--- src/hdl/nmirim_pkg.sv ---
package nmirim_pkg;
    // ------------------------------------------------------------
    // sub-mode encodings
    // ------------------------------------------------------------
    localparam logic [1:0] SUBM_NORMAL = 2'h0;
    localparam logic [1:0] SUBM_INTR   = 2'h1;
    localparam logic [1:0] SUBM_EXCP   = 2'h2;
    localparam logic [1:0] SUBM_NMI    = 2'h3;
    // ------------------------------------------------------------
    // reset values and field positions
    // ------------------------------------------------------------
    localparam logic [1:0] PRIV_M        = 2'h3;
    localparam logic [1:0] RST_SUBM      = 2'h0;
    localparam logic [1:0] MODE_CLIC     = 2'h3;
    localparam int         MTVEC_MODE_LO = 0;
    localparam int         IRQ_MSI       = 0;
    localparam int         IRQ_MTI       = 1;
    localparam int         IRQ_MEI       = 2;
    localparam int         IRQ_FIXED     = 3;
endpackage

--- src/hdl/nmirim_core.sv ---
`timescale 1ns/1ps
`default_nettype none
module nmirim_core #(
    parameter int XLEN    = 32,
    parameter int N_EXTRA = 2,
    parameter int N_IRQ   = 4 + N_EXTRA
) (
    // clock and reset
    input  wire logic               clk,
    input  wire logic               nrst,
    // pipeline events
    input  wire logic               nmi_take,
    input  wire logic               mret_exec,
    input  wire logic [XLEN-1:0]    cur_pc,
    input  wire logic [XLEN-1:0]    mepc,
    input  wire logic [1:0]         cur_priv,
    input  wire logic               cur_mie,
    input  wire logic               cur_mpie,
    input  wire logic [1:0]         cur_mpp,
    input  wire logic [XLEN-1:0]    mtvec,
    input  wire logic               nmi_vec_sel,
    input  wire logic [XLEN-1:0]    reset_vector,
    // basic-mode enables and sources
    input  wire logic [N_IRQ-1:0]   irq_enable,
    input  wire logic               plat_ext_irq,
    input  wire logic               msw_req,
    input  wire logic               ssw_req,
    input  wire logic               timer_req,
    input  wire logic [N_EXTRA-1:0] extra_req,
    // enhanced controller request
    input  wire logic               enh_irq,
    // redirect and status out
    output logic                    redirect,
    output logic [XLEN-1:0]         redirect_pc,
    output logic                    status_wr,
    output logic                    new_mie,
    output logic                    new_mpie,
    output logic [1:0]              new_priv,
    output logic [1:0]              new_mpp,
    output logic [XLEN-1:0]         saved_epc,
    output logic [1:0]              machine_submode_now,
    output logic [1:0]              machine_submode_prior,
    output logic                    enh_mode,
    output logic [N_IRQ-1:0]        irq_pending,
    output logic                    irq_to_core
);
    // ------------------------------------------------------------
    // state
    // ------------------------------------------------------------
    typedef struct packed {
        // synchroniser stages for the asynchronous request lines
        logic [N_IRQ-1:0] raw_meta;
        logic [N_IRQ-1:0] raw_sync;
        logic             enh_meta;
        logic             enh_sync;
        // redirect and status write-back toward the pipeline
        logic             redirect;
        logic [XLEN-1:0]  redirect_pc;
        logic             status_wr;
        logic             new_mie;
        logic             new_mpie;
        logic [1:0]       new_priv;
        logic [1:0]       new_mpp;
        logic [XLEN-1:0]  saved_epc;
        // sub-mode pair
        logic [1:0]       sub_now;
        logic [1:0]       sub_prior;
        // interrupt mode and masking
        logic             enh_mode;
        logic [N_IRQ-1:0] pend;
        logic             irq;
    } nmirim_state_s;

    nmirim_state_s st;
    nmirim_state_s next_st;

    // ------------------------------------------------------------
    // request lines and trap events
    // ------------------------------------------------------------
    logic [N_IRQ-1:0] raw_req;
    logic             trap_enter;
    logic             trap_leave;

    // bit order matches the mie layout: msw, timer, ext, ssw, extras
    assign raw_req = {extra_req,
                      ssw_req,
                      plat_ext_irq,
                      timer_req,
                      msw_req};

    // nmi cannot be masked, so it wins over an mret in the same cycle
    assign trap_enter = nmi_take;
    assign trap_leave = mret_exec & ~nmi_take;

    // ------------------------------------------------------------
    // helpers
    // ------------------------------------------------------------
    // nmi vector is shared with mtvec or taken from the reset vector
    function automatic logic [XLEN-1:0] nmi_vector(
        input logic            sel,
        input logic [XLEN-1:0] tv,
        input logic [XLEN-1:0] rv
    );
        nmi_vector = sel ? tv : rv;
    endfunction

    // the mode field sits in the low bits of mtvec
    function automatic logic mode_is_enhanced(
        input logic [XLEN-1:0] tv
    );
        logic [1:0] mode_bits;
        mode_bits = tv[nmirim_pkg::MTVEC_MODE_LO +: 2];
        mode_is_enhanced = (mode_bits == nmirim_pkg::MODE_CLIC);
    endfunction

    // per-source gate: each line counts only with its own enable bit
    function automatic logic [N_IRQ-1:0] gate_sources(
        input logic [N_IRQ-1:0] req,
        input logic [N_IRQ-1:0] en
    );
        logic [N_IRQ-1:0] g;
        g = '0;
        g[nmirim_pkg::IRQ_MSI] = req[nmirim_pkg::IRQ_MSI]
                                 & en[nmirim_pkg::IRQ_MSI];
        g[nmirim_pkg::IRQ_MTI] = req[nmirim_pkg::IRQ_MTI]
                                 & en[nmirim_pkg::IRQ_MTI];
        // one enable covers every source behind the platform controller
        g[nmirim_pkg::IRQ_MEI] = req[nmirim_pkg::IRQ_MEI]
                                 & en[nmirim_pkg::IRQ_MEI];
        // supervisor software and extra internal lines each own a bit
        for (int i = nmirim_pkg::IRQ_FIXED; i < N_IRQ; i++) begin
            g[i] = req[i] & en[i];
        end
        gate_sources = g;
    endfunction

    // global gate: the machine enable masks every machine interrupt
    function automatic logic gate_global(
        input logic req,
        input logic mie_bit
    );
        gate_global = req & mie_bit;
    endfunction

    // ------------------------------------------------------------
    // next-state logic
    // ------------------------------------------------------------
    always_comb begin
        next_st = st;
        // only the second stage feeds logic; the first may be metastable
        next_st.raw_meta  = raw_req;
        next_st.raw_sync  = st.raw_meta;
        next_st.enh_meta  = enh_irq;
        next_st.enh_sync  = st.enh_meta;

        // one-cycle pulses drop unless an event raises them again
        next_st.redirect  = 1'b0;
        next_st.status_wr = 1'b0;

        // reset mtvec has clear mode bits, so basic mode comes first
        next_st.enh_mode  = mode_is_enhanced(mtvec);

        // basic mode: mie bits gate internal lines and the platform line
        next_st.pend = gate_sources(st.raw_sync, irq_enable);

        if (st.enh_mode) begin
            // mie and mip are bypassed: the controller already gated it
            next_st.irq = gate_global(st.enh_sync, cur_mie);
        end else begin
            // a pending line is already past its own enable
            next_st.irq = gate_global(|st.pend, cur_mie);
        end

        // sub-mode, mie, privilege and pc are stacked; software keeps its own context
        if (trap_enter) begin
            next_st.redirect    = 1'b1;
            next_st.redirect_pc = nmi_vector(nmi_vec_sel, mtvec,
                                             reset_vector);
            next_st.saved_epc   = cur_pc;
            next_st.status_wr   = 1'b1;
            next_st.new_mpie    = cur_mie;
            next_st.new_mie     = 1'b0;
            next_st.new_mpp     = cur_priv;
            next_st.new_priv    = nmirim_pkg::PRIV_M;
            next_st.sub_prior   = st.sub_now;
            next_st.sub_now     = nmirim_pkg::SUBM_NMI;
        end else if (trap_leave) begin
            next_st.redirect    = 1'b1;
            next_st.redirect_pc = mepc;
            next_st.status_wr   = 1'b1;
            next_st.new_mie     = cur_mpie;
            next_st.new_mpie    = 1'b1;
            next_st.new_priv    = cur_mpp;
            next_st.new_mpp     = 2'h0;
            next_st.sub_now     = st.sub_prior;
        end
    end

    // ------------------------------------------------------------
    // registers
    // ------------------------------------------------------------
    // reset keeps basic mode, machine privilege and normal sub-mode
    always_ff @(posedge clk or negedge nrst) begin
        if (!nrst) begin
            // synchronisers
            st.raw_meta    <= '0;
            st.raw_sync    <= '0;
            st.enh_meta    <= 1'b0;
            st.enh_sync    <= 1'b0;
            // write-back
            st.redirect    <= 1'b0;
            st.redirect_pc <= '0;
            st.status_wr   <= 1'b0;
            st.new_mie     <= 1'b0;
            st.new_mpie    <= 1'b0;
            st.new_priv    <= nmirim_pkg::PRIV_M;
            st.new_mpp     <= 2'h0;
            st.saved_epc   <= '0;
            // sub-mode and interrupt state
            st.sub_now     <= nmirim_pkg::RST_SUBM;
            st.sub_prior   <= nmirim_pkg::RST_SUBM;
            st.enh_mode    <= 1'b0;
            st.pend        <= '0;
            st.irq         <= 1'b0;
        end else begin
            st <= next_st;
        end
    end

    // ------------------------------------------------------------
    // outputs
    // ------------------------------------------------------------
    // write-back toward the pipeline
    assign redirect              = st.redirect;
    assign redirect_pc           = st.redirect_pc;
    assign status_wr             = st.status_wr;
    assign new_mie               = st.new_mie;
    assign new_mpie              = st.new_mpie;
    assign new_priv              = st.new_priv;
    assign new_mpp               = st.new_mpp;
    assign saved_epc             = st.saved_epc;
    // sub-mode, mode and interrupt state
    assign machine_submode_now   = st.sub_now;
    assign machine_submode_prior = st.sub_prior;
    assign enh_mode              = st.enh_mode;
    assign irq_pending           = st.pend;
    assign irq_to_core           = st.irq;
endmodule
`default_nettype wire

--- config.mk ---
export PLATFORM = sky130hd
export DESIGN_NAME = nmirim_core
export DESIGN_NICKNAME = d
export VERILOG_FILES = /design/src/hdl/nmirim_pkg.sv /design/src/hdl/nmirim_core.sv
export SDC_FILE = /design/constraint.sdc
export NUM_CORES = 1
export LEC_CHECK = 0
export BUFFER_PORTS_ARGS = -buffer_cell sky130_fd_sc_hd__buf_2
export CAP_MARGIN = 10
export CORE_MARGIN = 2
export CORE_UTILIZATION = 35
export CTS_CLUSTER_SIZE = 10
export DETAILED_ROUTE_END_ITERATION = 12
export GPL_ROUTABILITY_DRIVEN = 0
export HOLD_SLACK_MARGIN = 0.03
export MAX_ROUTING_LAYER = met4
export PLACE_DENSITY = 0.71
export SYNTH_ARGS = -nofsm -noshare
export SYNTH_HDL_FRONTEND = slang
export SYNTH_SLANG_ARGS = --single-unit
export TNS_END_PERCENT = 1
--- constraint.sdc ---
create_clock -name clk -period 1.1 [get_ports clk]
set_input_delay 0.22 -clock clk [delete_from_list [all_inputs] [get_ports clk]]
set_output_delay 0.22 -clock clk [all_outputs]
set_load 0.02 [all_outputs]
==> out/metrics.csv <==
stage,metric,value,unit
clock_tree,Root Driver,clkbuf_16,
sta,maximum clock frequency,817.3,MHz
worst_setup_path,Critical Path End Type,output port,
synthesis,Yosys reg bits,97,
sta,unrepaired setup endpoints after global routing,true,
global_routing,vias in the first global route,3287,
worst_setup_path,FF-to-FF Start,irq_pending[1]$_DFF_PN0_,
clock_tree,CTS tree,done,
synthesis,Ys Warns,0,
sta,Rel. slew slack,80.31,%
clock_tree,H-tree levels,3,
clock_tree,Worst-path clk slew,70,ps
worst_setup_path,crit-path max FO,2,
sta,TNS Setup,-931.8,ps
pwr,worst vdd rail ir drop,0.8783,mV
final_layout,synthesis-to-finish area growth,29.57,%
sta,Tmin final,1224,ps
worst_setup_path,CP arrival,1000,ps
final_layout,share of cells above drive strength 1,50.38,%
synthesis,cell count after synthesis,352,
run_status,failing checks,setup timing,
final_layout,design area,0.006102,mm2
worst_setup_path,CP startpoint kind,flop,
placed_design,DP Cell Count,678,
detailed_routing,initial drt markers,150,
job,max-cap check violation count,0,
sta,final setup fails,63,
die,row cnt,42,
placed_design,pre-CTS setup slack,52.27,ps
detailed_routing,wire per inst,14.39,um
die,# IOs,236,
clock_tree,CTS max path bufs,2,
pwr,Cell Pwr Density,1481,mW/mm2
die,Die Span X,120,um
sta,final worst path period share,111.2,%
die,Core Area,0.01319,mm2
synthesis,Post-Syn Area per Cell,13.38,um2
worst_setup_path,worst path cell trace,buf_6,
sta,Final Slew Violations,0,
clock_tree,TritonCTS Buffers,9,
sta,Setup Skew,5.251,ps
worst_setup_path,Slowest cell on crit path,dfstp_2,
final_layout,Nets,673,
global_routing,Total GRT Usage,14.78,%
clock_tree,"Clk Latency, worst-skew pair",350,ps
worst_setup_path,max incr delay on CP,540,ps
global_routing,largest net degree at the start of global routing,35,
final_layout,final core occ,46.26,%
global_routing,total grt overflow,0,
worst_setup_path,Crit. Startpoint,new_priv[0]$_DFFE_PN1P_,
pwr,Pleak,3.173,nW
worst_hold_path,Min-Delay Path Class,primary input to flop,
sta,Final Hold Viols,0,
synthesis,Yosys cell types,18,
synthesis,Mapped Area,0.004710,mm2
final_layout,Finished Layout Cells,704,
detailed_routing,Residual DRC,0,
detailed_routing,first drt pass iteration count,4,
worst_hold_path,HP Start,irq_enable[5],
run_status,outcome,finished with violations,
worst_setup_path,Worst Path Required,880,ps
worst_setup_path,"Worst Path Class, Setup",flop to output port,
worst_setup_path,CP bufs+invs,1,
worst_setup_path,"delay-heaviest family, CP",flip-flops,
synthesis,Syn Nets,504,
die,die area,0.01440,mm2
synthesis,register area share after synthesis,51.59,%
die,Die Height,120,um
detailed_routing,Post-Route WL,10130,um
global_routing,global-route wire length before repair,16010,um
placed_design,DP HPWL,8010,um
sta,Setup WS post-layout,-123.6,ps
clock_tree,CTS Sinks,97,
placed_design,DP Area,0.005583,mm2
sta,Slew @ Worst Pin,295.4,ps
placed_design,Port-buffer cells,235,
detailed_routing,"antenna viol nets, final",0,
global_routing,initial antenna violation count,2,
die,starting density of the core,35.70,%
detailed_routing,Vias/cell,4.443,
detailed_routing,via total after detailed routing,3128,
[logic make-up after synthesis]
logic type	share of synthesized area, %
AO/OA/AOI/OAI	1.408
buffers and inverters	16.29
flip-flops	51.59
multiplexers	28.75
AND/OR/NAND/NOR	1.966
[through the flow]
| stage | total power (W) | hold WS (ps) |
|---|---|---|
| after CTS | 0.009171 | 56.44 |
| final | 0.009036 | 81.30 |
| after floorplan | 0.005470 | -75.59 |
| after global routing | 0.009524 | 67.38 |
| after global placement | 0.005825 | 121.9 |
| after detailed placement | 0.005885 | 127.7 |
[sequential cells by signal, indices dropped and copies added (netlist names), 2 cells and up]
name,flops
redirect_pc,32
machine_submode_prior,2
new_priv,2
st,7
saved_epc,32
next_st,7
new_mpp,2
machine_submode_now,2
irq_pending,6
[routing by layer]
| metal | part of all wire, % | GRT usage, % | routed length (um) |
|---|---|---|---|
| met1 | 36 | 15.14 | 3662 |
| met2 | 55 | 26.24 | 5555 |
| met3 | 7.2 | 4.990 | 729 |
| met4 | 1.8 | 5.294 | 186 |
| met5 | 0 | - | 0 |
[cell type report]
type	instances	area, um2
Clock buffer	9	225.2
Inverter	3	11.26
Clock inverter	7	83.83
Tap cell	176	220.2
Timing Repair Buffer	255	1614
Multi-Input combinational cell	155	1513
Sequential cell	97	2430
Antenna cell	2	5.005
Fill cell	1199	7088
[final timing paths]
check / cells past startpoint / slack, ps / endpoint
setup / recovery: 1 / -120 / new_priv[0]
hold / removal: 2 / 80 / irq_pending[5]$_DFF_PN0_
setup reg to reg: 2 / 190 / irq_to_core$_DFF_PN0_
hold reg to reg: 0 / 350 / st[84]$_DFF_PN0_
max in group asynchronous: 3 / 320 / new_priv[1]$_DFFE_PN1P_
min in group asynchronous: 2 / 300 / st[87]$_DFF_PN0_
[cell usage in the layout, fill, tap and decap left out, drive strengths merged]
master,instances
buf,247
nor4,1
a221oi,1
dfstp,2
dlygate4sd3,8
clkbuf,9
diode,2
a22o,2
dfrtp,95
mux2,34
mux2i,97
nor3,2
nor2,2
and2,7
a211o,4
clkinv,4
inv,6
nor2b,4
a21oi,1
[worst register-to-register path, cell delays in order (launching register included)]
cell and delay [ps]:
dfrtp_1 390, nor4_1 280, a221oi_1 120
[synthesized netlist by cell type]
master	count	area share (%)
and2_1	7	0.93
a221oi_1	1	0.19
a211o_1	4	0.74
dfrtp_1	95	50
buf_2	2	0.21
buf_4	91	15
dfstp_2	2	1.1
mux2i_1	97	21
buf_12	2	0.85
a21oi_1	1	0.11
nor3_1	2	0.21
nor2_1	2	0.16
buf_6	2	0.48
nor2b_1	4	0.53
nor4_1	1	0.13
a22o_1	2	0.37
mux2_1	34	8.1
inv_1	3	0.24
[report_power, final]
part           internal, W  switching [W]
Sequential         0.00390       0.000178
Combinational     0.000870       0.000955
Clock              0.00162        0.00152
[timing repair]
item / CTS / global route
setup buffers: 0 / 0
endpoints found under the setup margin: 84 / 84
endpoints found under the hold margin: 59 / 0
gates resized for setup: 18 / 22
hold buffers: 8 / 0
Power figures use the tool's default switching activity.
